--- config.mk ---
export PLATFORM = sky130hd
export DESIGN_NAME = ecp_top
export DESIGN_NICKNAME = d
export VERILOG_FILES = /design/src/logic/ecp_pkg.sv /design/src/logic/ecp_duty_gen.sv /design/src/logic/ecp_top.sv
export SDC_FILE = /design/constraint.sdc
export NUM_CORES = 1
export LEC_CHECK = 0
export BUFFER_PORTS_ARGS = -buffer_cell sky130_fd_sc_hd__buf_2
export CAP_MARGIN = 20
export CORE_AREA = 2 2 273 275
export CTS_CLUSTER_DIAMETER = 100
export DETAILED_ROUTE_END_ITERATION = 8
export DIE_AREA = 0 0 275 277
export PLACE_DENSITY = 0.66
export SETUP_SLACK_MARGIN = 0.3
export SKIP_LAST_GASP = 1
export SLEW_MARGIN = 20
export SYNTH_ARGS = -nofsm -noshare
export SYNTH_HDL_FRONTEND = slang
export SYNTH_SLANG_ARGS = --single-unit
export TNS_END_PERCENT = 50
--- constraint.sdc ---
create_clock -name mclk_i -period 96.7 [get_ports mclk_i]
set_clock_uncertainty 0.15 [all_clocks]
set_input_delay 0 -clock mclk_i [delete_from_list [all_inputs] [get_ports mclk_i]]
set_output_delay 0 -clock mclk_i [all_outputs]
set_load 0.02 [all_outputs]
--- src/logic/ecp_pkg.sv ---
// Purpose: Shared constants and types for the endpoint calibration and duty output block
// Assumes: 40 MHz core clock
// Notes: Times kept in their own unit, cycle counts derived from them
package ecp_pkg;
  // ********************
  // Clock and timing
  // ********************
  localparam int unsigned CLK_HZ = 40000000;
  localparam int unsigned PWM_HZ = 100000;
  localparam int unsigned PWM_PERIOD_CYC = CLK_HZ / PWM_HZ;
  localparam int unsigned CAL_PULSE_US = 2500;
  localparam int unsigned CAL_PULSE_CYC = (CAL_PULSE_US * (CLK_HZ / 1000000));
  localparam int unsigned POWERUP_MS = 200;
  localparam int unsigned POWERUP_CYC = POWERUP_MS * (CLK_HZ / 1000);
  localparam int unsigned CAL_BURSTS = 15;
  localparam int unsigned DUTY_MAX = 255;

  // ********************
  // Reset values
  // ********************
  localparam logic [15:0] RST_LOW_EP = 16'h0000;
  localparam logic [15:0] RST_HIGH_EP = 16'hFFFF;
  localparam logic [7:0] RST_DUTY = 8'h00;

  typedef enum logic [4:0] {
    ECP_ST_HOLDOFF = 5'h01,
    ECP_ST_RUN = 5'h02,
    ECP_ST_QUAL = 5'h04,
    ECP_ST_ACQ = 5'h08,
    ECP_ST_WAITLOW = 5'h10
  } ecp_state_type;

  typedef struct packed {
    logic valid;
    logic [15:0] data;
  } ecp_sample_type;

  typedef struct packed {
    logic req;
    logic [15:0] data;
  } ecp_nvm_wr_type;
endpackage

--- src/logic/ecp_duty_gen.sv ---
// Purpose: Fixed-period duty-cycle generator, 8-bit code
// Assumes: Period in clock cycles set by parameter
// Notes: New code is taken only at a period boundary to avoid runt pulses
`timescale 1ns/1ps
`default_nettype none
module ecp_duty_gen
  import ecp_pkg::*;
#(
  parameter int unsigned PERIOD = PWM_PERIOD_CYC
) (
  input wire logic mclk_i,
  input wire logic nrst_i,
  input wire logic en_i,
  input wire logic [7:0] code_i,
  output logic pwm_o
);
  localparam int CW = $clog2(PERIOD);
  logic [CW-1:0] cnt_ff, nxt_cnt;
  logic [7:0] code_ff, nxt_code;
  logic pwm_ff, nxt_pwm;
  logic [CW+7:0] thr;

  always_comb begin
    thr = (CW+8)'(code_ff) * (CW+8)'(PERIOD) / (CW+8)'(DUTY_MAX);
    nxt_cnt = (cnt_ff == CW'(PERIOD - 1)) ? '0 : cnt_ff + CW'(1);
    nxt_code = (cnt_ff == CW'(PERIOD - 1)) ? code_i : code_ff;
    nxt_pwm = en_i && ((CW+8)'(cnt_ff) < thr);
  end

  always_ff @(posedge mclk_i or negedge nrst_i) begin
    if (!nrst_i) begin
      cnt_ff <= '0;
      code_ff <= RST_DUTY;
      pwm_ff <= 1'b0;
    end else begin
      cnt_ff <= nxt_cnt;
      code_ff <= nxt_code;
      pwm_ff <= nxt_pwm;
    end
  end

  assign pwm_o = pwm_ff;
endmodule
`default_nettype wire

--- src/logic/ecp_top.sv ---
// Purpose: Endpoint learning and scaled duty-cycle output of a capacitance converter
// Assumes: Samples arrive one per acquisition burst; nonvolatile store is external
// Notes: Learn pins are open-drain style high drivers; enable low means driving
// Summary of operation
// - Output square wave at 100 kHz
// - Result encoded as high-time duty cycle
// - Duty frozen during calibration, updated after
// - Low learn captures minimum endpoint
// - High learn captures maximum endpoint
// - Span between endpoints fills full range
// - Either endpoint may be learned first
// - Relearn replaces only that endpoint
// - Device drives learn high after 2.5 ms
// - Fifteen bursts averaged per calibration
// - Release learn pin when calibration done
// - Store endpoint after pin low, resume
// - 200 ms power-up hold-off, learn ignored
// - Eight-bit code, 0 low to 255 high
`timescale 1ns/1ps
`default_nettype none
module ecp_top
  import ecp_pkg::*;
#(
  parameter int unsigned HOLDOFF_CYC = POWERUP_CYC,
  parameter int unsigned QUAL_CYC = CAL_PULSE_CYC,
  parameter int unsigned NBURST = CAL_BURSTS
) (
  input wire logic mclk_i,
  input wire logic nrst_i,
  input wire ecp_sample_type sample_i,
  input wire logic [15:0] nvm_low_i,
  input wire logic [15:0] nvm_high_i,
  input wire logic nvm_load_i,
  input wire logic low_endpoint_learn_i,
  output logic low_endpoint_learn_o,
  output logic low_endpoint_learn_oe_n_o,
  input wire logic high_endpoint_learn_i,
  output logic high_endpoint_learn_o,
  output logic high_endpoint_learn_oe_n_o,
  output ecp_nvm_wr_type nvm_low_wr_o,
  output ecp_nvm_wr_type nvm_high_wr_o,
  output logic cal_busy_o,
  output logic pwm_o
);
  // ********************
  // Learn pin synchronisers
  // ********************
  logic [1:0] s1_ff, s2_ff;
  always_ff @(posedge mclk_i or negedge nrst_i) begin
    if (!nrst_i) begin
      s1_ff <= 2'h0;
      s2_ff <= 2'h0;
    end else begin
      s1_ff <= {high_endpoint_learn_i, low_endpoint_learn_i};
      s2_ff <= s1_ff;
    end
  end

  // ********************
  // Sequencer
  // ********************
  localparam int HW = $clog2(HOLDOFF_CYC + 1);
  localparam int QW = $clog2(QUAL_CYC + 1);
  localparam int BW = $clog2(NBURST + 1);
  ecp_state_type st_ff, nxt_st;
  logic [HW-1:0] hold_ff, nxt_hold;
  logic [QW-1:0] q_ff, nxt_q;
  logic [BW-1:0] b_ff, nxt_b;
  logic [19:0] acc_ff, nxt_acc;
  logic sel_ff, nxt_sel;
  logic [15:0] lo_ff, nxt_lo, hi_ff, nxt_hi;
  logic [7:0] duty_ff, nxt_duty;
  logic drv_ff, nxt_drv;
  logic en_ff, nxt_en;
  ecp_nvm_wr_type wl_ff, nxt_wl, wh_ff, nxt_wh;
  logic pin;
  logic [15:0] avg;
  logic [16:0] span, off;
  logic [24:0] scaled;

  always_comb begin
    pin = sel_ff ? s2_ff[1] : s2_ff[0];
    avg = 16'((acc_ff + 20'(NBURST / 2)) / 20'(NBURST));
    nxt_st = st_ff;
    nxt_hold = hold_ff;
    nxt_q = q_ff;
    nxt_b = b_ff;
    nxt_acc = acc_ff;
    nxt_sel = sel_ff;
    nxt_lo = lo_ff;
    nxt_hi = hi_ff;
    nxt_drv = drv_ff;
    nxt_en = en_ff;
    nxt_wl = '{req: 1'b0, data: lo_ff};
    nxt_wh = '{req: 1'b0, data: hi_ff};
    if (nvm_load_i && st_ff == ECP_ST_HOLDOFF) begin
      nxt_lo = nvm_low_i;
      nxt_hi = nvm_high_i;
    end
    unique case (st_ff)
      ECP_ST_HOLDOFF: begin
        // Pins ignored and output idle until supply settles
        if (hold_ff == HW'(HOLDOFF_CYC - 1)) begin
          nxt_st = ECP_ST_RUN;
          nxt_en = 1'b1;
        end else begin
          nxt_hold = hold_ff + HW'(1);
        end
      end
      ECP_ST_RUN: begin
        nxt_q = '0;
        if (s2_ff[0] || s2_ff[1]) begin
          nxt_sel = !s2_ff[0];
          nxt_st = ECP_ST_QUAL;
        end
      end
      ECP_ST_QUAL: begin
        // Short glitches drop back without a calibration
        if (!pin) begin
          nxt_st = ECP_ST_RUN;
        end else if (q_ff == QW'(QUAL_CYC - 2)) begin
          nxt_drv = 1'b1;
          nxt_b = '0;
          nxt_acc = '0;
          nxt_st = ECP_ST_ACQ;
        end else begin
          nxt_q = q_ff + QW'(1);
        end
      end
      ECP_ST_ACQ: begin
        if (sample_i.valid) begin
          nxt_acc = acc_ff + 20'(sample_i.data);
          if (b_ff == BW'(NBURST - 1)) begin
            nxt_drv = 1'b0;
            nxt_st = ECP_ST_WAITLOW;
          end
          nxt_b = b_ff + BW'(1);
        end
      end
      ECP_ST_WAITLOW: begin
        if (!pin) begin
          if (sel_ff) begin
            nxt_hi = avg;
            nxt_wh = '{req: 1'b1, data: avg};
          end else begin
            nxt_lo = avg;
            nxt_wl = '{req: 1'b1, data: avg};
          end
          nxt_st = ECP_ST_RUN;
        end
      end
    endcase
  end

  // ********************
  // Scaling to 8-bit code
  // ********************
  always_comb begin
    span = (hi_ff > lo_ff) ? 17'(hi_ff) - 17'(lo_ff) : 17'h00001;
    off = '0;
    if (sample_i.data > lo_ff) begin
      off = 17'(sample_i.data) - 17'(lo_ff);
    end
    if (off > span) begin
      off = span;
    end
    scaled = (25'(off) * 25'(DUTY_MAX)) / 25'(span);
    nxt_duty = duty_ff;
    // Frozen while a learn cycle runs so the host sees the old result
    if (st_ff == ECP_ST_RUN && sample_i.valid) begin
      nxt_duty = 8'(scaled);
    end
  end

  always_ff @(posedge mclk_i or negedge nrst_i) begin
    if (!nrst_i) begin
      st_ff <= ECP_ST_HOLDOFF;
      hold_ff <= '0;
      q_ff <= '0;
      b_ff <= '0;
      acc_ff <= '0;
      sel_ff <= 1'b0;
      lo_ff <= RST_LOW_EP;
      hi_ff <= RST_HIGH_EP;
      duty_ff <= RST_DUTY;
      drv_ff <= 1'b0;
      en_ff <= 1'b0;
      wl_ff <= '0;
      wh_ff <= '0;
    end else begin
      st_ff <= nxt_st;
      hold_ff <= nxt_hold;
      q_ff <= nxt_q;
      b_ff <= nxt_b;
      acc_ff <= nxt_acc;
      sel_ff <= nxt_sel;
      lo_ff <= nxt_lo;
      hi_ff <= nxt_hi;
      duty_ff <= nxt_duty;
      drv_ff <= nxt_drv;
      en_ff <= nxt_en;
      wl_ff <= nxt_wl;
      wh_ff <= nxt_wh;
    end
  end

  // Drive only high; never pull low so host contention is harmless
  assign low_endpoint_learn_o = 1'b1;
  assign high_endpoint_learn_o = 1'b1;
  assign low_endpoint_learn_oe_n_o = !(drv_ff && !sel_ff);
  assign high_endpoint_learn_oe_n_o = !(drv_ff && sel_ff);
  assign nvm_low_wr_o = wl_ff;
  assign nvm_high_wr_o = wh_ff;
  assign cal_busy_o = (st_ff != ECP_ST_RUN) && (st_ff != ECP_ST_HOLDOFF);

  ecp_duty_gen #(
    .PERIOD(PWM_PERIOD_CYC)
  ) u_gen (
    .mclk_i(mclk_i),
    .nrst_i(nrst_i),
    .en_i(en_ff),
    .code_i(duty_ff),
    .pwm_o(pwm_o)
  );

  // ********************
  // Assertions
  // ********************
  property p_holdoff;
    @(posedge mclk_i) disable iff (!nrst_i)
      (st_ff == ECP_ST_HOLDOFF)
        |-> (!pwm_o && low_endpoint_learn_oe_n_o && high_endpoint_learn_oe_n_o);
  endproperty
  a_holdoff: assert property (p_holdoff) else $error("activity during hold-off");

  property p_freeze;
    @(posedge mclk_i) disable iff (!nrst_i)
      (st_ff != ECP_ST_RUN) |=> (duty_ff == $past(duty_ff));
  endproperty
  a_freeze: assert property (p_freeze) else $error("duty moved during calibration");

  property p_drive;
    @(posedge mclk_i) disable iff (!nrst_i)
      (st_ff == ECP_ST_QUAL && pin && q_ff == QW'(QUAL_CYC - 2)) |=> drv_ff;
  endproperty
  a_drive: assert property (p_drive) else $error("learn pin not held");

  property p_qual_drop;
    @(posedge mclk_i) disable iff (!nrst_i)
      (st_ff == ECP_ST_QUAL && !pin) |=> (st_ff == ECP_ST_RUN && !drv_ff);
  endproperty
  a_qual_drop: assert property (p_qual_drop) else $error("short learn pulse accepted");

  property p_release;
    @(posedge mclk_i) disable iff (!nrst_i)
      (st_ff == ECP_ST_WAITLOW) |-> !drv_ff;
  endproperty
  a_release: assert property (p_release) else $error("learn pin not released");

  property p_bursts;
    @(posedge mclk_i) disable iff (!nrst_i)
      (st_ff == ECP_ST_ACQ && $past(st_ff) != ECP_ST_ACQ)
        |-> ($past(st_ff) == ECP_ST_QUAL && b_ff == '0 && acc_ff == '0);
  endproperty
  a_bursts: assert property (p_bursts) else $error("acquisition started unclean");

  property p_count;
    @(posedge mclk_i) disable iff (!nrst_i)
      (st_ff == ECP_ST_WAITLOW) |-> (b_ff == BW'(NBURST));
  endproperty
  a_count: assert property (p_count) else $error("wrong burst count");

  property p_store;
    @(posedge mclk_i) disable iff (!nrst_i)
      (st_ff == ECP_ST_WAITLOW && !pin) |=> (wl_ff.req ^ wh_ff.req) && st_ff == ECP_ST_RUN;
  endproperty
  a_store: assert property (p_store) else $error("endpoint not stored");

  property p_keep_other;
    @(posedge mclk_i) disable iff (!nrst_i)
      wh_ff.req |-> (lo_ff == $past(lo_ff));
  endproperty
  a_keep_other: assert property (p_keep_other) else $error("other endpoint changed");

  property p_keep_high;
    @(posedge mclk_i) disable iff (!nrst_i)
      wl_ff.req |-> (hi_ff == $past(hi_ff));
  endproperty
  a_keep_high: assert property (p_keep_high) else $error("upper endpoint changed");

  property p_range;
    @(posedge mclk_i) disable iff (!nrst_i)
      (st_ff == ECP_ST_RUN && sample_i.valid && sample_i.data >= hi_ff && hi_ff > lo_ff)
        |=> (duty_ff == 8'hFF);
  endproperty
  a_range: assert property (p_range) else $error("full scale not reached");

  c_low: cover property (@(posedge mclk_i) disable iff (!nrst_i) wl_ff.req);
  c_high: cover property (@(posedge mclk_i) disable iff (!nrst_i) wh_ff.req);
  c_glitch: cover property (@(posedge mclk_i) disable iff (!nrst_i)
    st_ff == ECP_ST_QUAL ##1 st_ff == ECP_ST_RUN);
  c_frozen: cover property (@(posedge mclk_i) disable iff (!nrst_i)
    st_ff == ECP_ST_ACQ && sample_i.valid);
endmodule
`default_nettype wire

== Yosys cells after proc, flatten, opt, wreduce, memory -nomap -nowiden ==
Cells that the tools add are included.
Word-level totals
  register bits: 168
  bits of input ports: 54
  output and inout bits: 40
  word-level logic and storage cells: 121
Operators by class
  add/subtract/negate cells: 8
  $mul: 2
  divide/modulo/power cells: 3
  magnitude comparators: 4
  equal/unequal tests: 20
  muxes and demuxes: 43
  bitwise gates (word level): 1
  reductions and logical operators: 20
Operators by type and width (count)
  2-to-1 mux 17 bit: 11
  2-to-1 mux 16 bit: 8
  2-to-1 mux 20 bit: 3
  one-hot mux 20 bit (2 select lines): 1
  2-to-1 mux 5 bit: 7
  one-hot mux 17 bit (2 select lines): 1
  subtractor 16 x 16 -> 17 bit: 2
  greater-than comparator 16 bit: 2
  divider 25 x 17 -> 25 bit: 1
  multiplier 17 x 8 -> 25 bit (second input constant): 1
  one-hot mux 5 bit (5 select lines): 1
  adder 23 x 1 -> 23 bit (second input constant): 1
  equality test 23 bit (second input constant): 1
  adder 20 x 16 -> 20 bit: 1
  adder 20 x 3 -> 20 bit (second input constant): 1
  divider 20 x 4 -> 20 bit (second input constant): 1
  adder 17 x 1 -> 17 bit (second input constant): 1
  divider 17 x 8 -> 17 bit (second input constant): 1
  equality test 17 bit (second input constant): 1
  greater-than comparator 17 bit: 1
  less-than comparator 9 x 17 -> 1 bit: 1
  != test 2 bit (second input constant): 7
  multiplier 8 x 5 -> 13 bit (second input constant): 1
  2-to-1 mux 4 bit: 3
  other kinds (27): 42

== Logic depth before layout (Yosys ltp) ==
  word-level depth: 6
  mapped depth: 405
  depth with buffers taken out: 380

== Cells and area by module ==
From an unflattened synthesis, not the netlist that was laid out.
Unflattened totals
  cells, all modules: 4200
  area, all modules: 32991.6 sq um
Modules (own cells, without submodules)
  ecp_top: times used 1, cells each 3748, area an instance 29482.0 sq um, seq. area each 3774.9 sq um
  ecp_duty_gen: times used 1, cells each 452, area an instance 3509.6 sq um, seq. area each 450.4 sq um

== Least setup slack after synthesis ==
No wires, ideal clock.
  kind: register to register
  from: reg lo_ff[1]
  to: reg duty_ff[0]
  library setup time: 0.126 ns
  data arrival time: 76.061 ns
  required time: 96.424 ns
  setup slack: 20.363 ns
  stages on the path, launching flop included: 393
  buffers on the path: 29
  clock period less this slack: 76.337 ns
  cell sequence: dfrtp_1 -> inv_1 -> ha_1 -> a21o_1 -> a21o_1 -> a21oi_1 -> o21bai_1 -> a21oi_1 -> o21bai_1 -> a21oi_1 -> o21bai_1 -> a21oi_1 -> o21bai_1 -> a21oi_1 -> o21bai_1 -> a21o_1 -> a21o_1 -> a21oi_1 -> [... 357 more ...] -> o21a_1 -> o21a_1 -> o21ai_0 -> nand2b_1 -> a21oi_1 -> nor2b_1 -> o21ai_0 -> nand2b_1 -> a21oi_1 -> o21ai_0 -> a21oi_1 -> nor2b_1 -> o31a_1 -> o21ai_0 -> o211ai_1 -> a21oi_1 -> o2111a_1 -> a31oi_1
Between the ends
  longest elaborated chain between the ends: 6
  elaborated cells between the ends (all ways): 10
  those cells by class: add/sub (2); mul (1); div (1); order compare (3); mux (3)
RTL lines
  from (decl): line ecp_top.sv:71  | logic [15:0] lo_ff, nxt_lo, hi_ff, nxt_hi;
  from (signal assigned): line ecp_top.sv:197  | lo_ff <= nxt_lo;
  subtractor 16 x 16 -> 17 bit (tied with other cells): line ecp_top.sv:162  | off = 17'(sample_i.data) - 17'(lo_ff);
  2-to-1 mux 17 bit, on equally long branches: line ecp_top.sv:161, ecp_top.sv:159
  greater-than comparator 17 bit: line ecp_top.sv:164  | if (off > span) begin
  2-to-1 mux 17 bit: line ecp_top.sv:164
  multiplier 17 x 8 -> 25 bit: line ecp_top.sv:167  | scaled = (25'(off) * 25'(DUTY_MAX)) / 25'(span);
  divider 25 x 17 -> 25 bit (*): line ecp_top.sv:167
  to (signal assigned): line ecp_top.sv:199  | duty_ff <= nxt_duty;
  to (decl): line ecp_top.sv:72  | logic [7:0] duty_ff, nxt_duty;
Every way passes the cells marked *; elsewhere a longest branch is shown, timed or not.
A chain may end at the register's enable or synchronous reset.

== Worst setup path in the final report ==
Same ends and word-level chain as after synthesis.

==> results.toml <==
[route]
first_pass_iters = 5
via_to_cell_ratio = 6.01
detail_route.iter0.violations = 2270
antenna_left = 0
wire_per_inst_um = 18.1
wirelength_um = 95800
dr_total_vias = 31900
route.detailed.drc = 0

[final_layout]
layout.filler_cells = 7259
ff_latch_area_um2 = 4230
layout-area-overhead-vs-synth_pct = 8.08
multi_input_area_um2 = 27000
final_layout_size_suffix_gt1_share_pct = 8.98
fin_nets = 4907

[clocking]
cts_sinks = 168
tritoncts_clock_tree = "yes"
cts_htree_levels = 4
post-cts-setup-buffer-count = 0
cts_max_path_buffers = 2
clkTransAtPathRegs_ns = 0.07
insertion_delay_ns = 0.46
cts-buffers-inserted = 17
clock_tree.root_cell = "sky130_fd_sc_hd__clkbuf_16"

[timing]
setup_viol = 0
worst_pin_slew_ns = 1.08
period_share_pct = 86.4
timing.slew.headroom_pct = 27.5
final.hold.worst_slack_ns = -0.0166
rsz0062_at_grt = "false"
finalMaxSlewViolations = 0
timing.final.hold_violations = 8
min_period_ns = 83.56
maximum_clock_frequency_mhz = 12.0
tns_ns = 0

[logic_synthesis]
synth-edff-count = 0
yosys.area.top_type = "sky130_fd_sc_hd__ha_1"
synth_async_sr_flop_share_pct = 100
count_of_warnings_emitted_by_yosys = 0
seq_total_area_yosys_pct = 12.9
post_synth_main_area_contributors = "sky130_fd_sc_hd__ha_1 17%, sky130_fd_sc_hd__dfrtp_1 12%, sky130_fd_sc_hd__fa_1 4.9%"
ys_ff_latch = 168
synth_flop_cell = "sky130_fd_sc_hd__dfrtp_1"
synth.distinct_cells = 136
synth.avg_cell_area_um2 = 7.74
synthTopCellsByCount = "451 x sky130_fd_sc_hd__ha_1, 382 x sky130_fd_sc_hd__nand2_1, 380 x sky130_fd_sc_hd__nor2_1, 285 x sky130_fd_sc_hd__inv_1, 253 x sky130_fd_sc_hd__a21oi_1"
synth.top_cell.area_share_pct = 17.2
synthesis.instances = 4235
count_leader_synth = "sky130_fd_sc_hd__ha_1"
post_synthesis_cell_area_um2 = 32800

[worst_setup_path]
path_max_fanout = 31
critPathKind = "reg2reg"
critPathLaunch = "lo_ff[1]"
maximum_cell_stage_delay_along_the_critical_path_ns = 0.97
reg2reg_setup_slack_ns = 13.14
worst-r2r-cell-count = 366
startpoint_type = "flip-flop"
timing.rr.end = "duty_ff[0]"
timing.critical_path.slowest_stage_cell = "sky130_fd_sc_hd__o21ai_0"
worstPathArrival_ns = 83.75
timing.critical_path.required_ns = 96.89
worst_path_most_repeated_cell = "sky130_fd_sc_hd__o21a_1"
crit_path_end_kind = "flip-flop"
reg2reg_from = "lo_ff[1]"

[grt]
overflow = 0
globalRouteTotalUtil_pct = 24.7
antenna_violations_before_repair = 1
grt_pass1_wl_um = 155000
grt_start_max_net_pins = 75
grt_pass1_vias = 30200

[floorplanning]
die-width_um = 275
area_of_the_die_um2 = 76200
core-area_um2 = 73600
num_rows = 100
die_height_um = 277
ioPinCount = 94
initial_core_util_pct = 44.5

[status]
outcome = "complete, but fails checks"
violations = "hold timing"

[place]
gp_congestion = 0.957
place.detailed.hpwl_um = 75500
io_buffer_count = 91

[job]
maxCapViolations = 0

[min_path]
hp-class = "in2async"
==> sequential cells by signal, summed over array words and instances, names as in the netlist, 4 cells and up <==
name and cells:
nvm_low_wr_o 17, st_ff 5, hold_ff 23, nvm_high_wr_o 17, q_ff 17, acc_ff 20, u_gen.cnt_ff 9, b_ff 4
lo_ff 16, duty_ff 8, u_gen.code_ff 8, hi_ff 16
==> critical path, delay by kind of cell (launching register included) <==
| family | cells | cell delay (ns) |
|---|---|---|
| muxes | 7 | 1.89 |
| DFF | 1 | 0.38 |
| AOI/OAI and AO/OA | 253 | 53.14 |
| buffers and inverters | 13 | 2.45 |
| and+or+nand+nor | 61 | 14.69 |
| adders and majority gates | 32 | 10.64 |
==> routing by layer <==
layer | vias up | wire (µm) | part of all wire [%] | track usage, %
met5 | - | 0 | 0 | 0
met4 | 0 | 2670 | 2.8 | 7.30
met3 | 160 | 5370 | 5.6 | 2.80
met2 | 970 | 44100 | 46 | 41.0
met1 | 15000 | 43700 | 46 | 33.6
li1 | 15700 | - | - | -
==> metrics by stage <==
stage	cells	utilization [%]	area, µm²	hold WS (ns)	setup WS (ns)
after floorplan	4236	-	32800	-0.446	20.36
after global placement	5212	46.5	34200	-0.0840	16.35
after detailed placement	5212	46.5	34200	-0.0736	14.69
after CTS	5303	48.1	35400	0.00260	14.18
after global routing	5304	48.1	35400	0.0504	6.04
final	5304	48.1	35400	-0.0166	13.14
==> how the worst max path moves through the flow <==
stage,end,slack [ns],depth (start not counted)
6_report,duty_ff[0],13.14,366
2_1_floorplan,duty_ff[0],20.36,392
4_1_cts,duty_ff[0],14.18,365
3_5_place_dp,duty_ff[0],14.69,365
3_3_place_gp,duty_ff[0],16.35,367
5_1_grt,duty_ff[0],6.04,370
==> timing repair <==
item                       CTS  global route
setup endpoints to repair    0             0
resized for setup            0             0
hold buffers                59             0
hold endpoints to repair   125             0
==> placed cells by master (no fill, tap or decap), types with 70 or more instances in the layout <==
cell type,instances
sky130_fd_sc_hd__o21ai_0,202
sky130_fd_sc_hd__nand3_1,98
sky130_fd_sc_hd__dfrtp_1,151
sky130_fd_sc_hd__fa_1,81
sky130_fd_sc_hd__buf_2,90
sky130_fd_sc_hd__a21oi_1,253
sky130_fd_sc_hd__xor2_1,88
sky130_fd_sc_hd__a31oi_1,71
sky130_fd_sc_hd__mux2_2,80
sky130_fd_sc_hd__o21a_1,194
sky130_fd_sc_hd__xnor2_1,169
sky130_fd_sc_hd__nand2_1,382
sky130_fd_sc_hd__nor2_1,380
sky130_fd_sc_hd__nor3_1,212
sky130_fd_sc_hd__ha_1,451
sky130_fd_sc_hd__o31ai_1,70
sky130_fd_sc_hd__a21o_1,111
sky130_fd_sc_hd__inv_1,285
==> cells by family after synthesis <==
group / count (synthesis) / share of synthesized area, %
buffers and inverters: 410 / 4.99
XOR/XNOR: 260 / 6.97
AND/OR/NAND/NOR: 1472 / 22.0
multiplexers: 122 / 4.11
AO/OA/AOI/OAI: 1264 / 26.6
adder cells (fa/ha/maj): 538 / 22.4
flip-flops: 168 / 12.9
other: 1 / 0.0114
==> layout make-up <==
| cell class | instances | share of cell area, % |
|---|---|---|
| Inverter | 285 | 3.02 |
| Tap cell | 969 | 3.42 |
| Multi-Input combinational cell | 3658 | 76.2 |
| Clock inverter | 12 | 0.332 |
| Antenna cell | 1 | 0.00707 |
| Sequential cell | 168 | 11.9 |
| Clock buffer | 20 | 1.23 |
| Timing Repair Buffer | 191 | 3.84 |
Power is not shown: default switching activity piles up to over one toggle a cycle in this logic, so the estimate is an artifact.
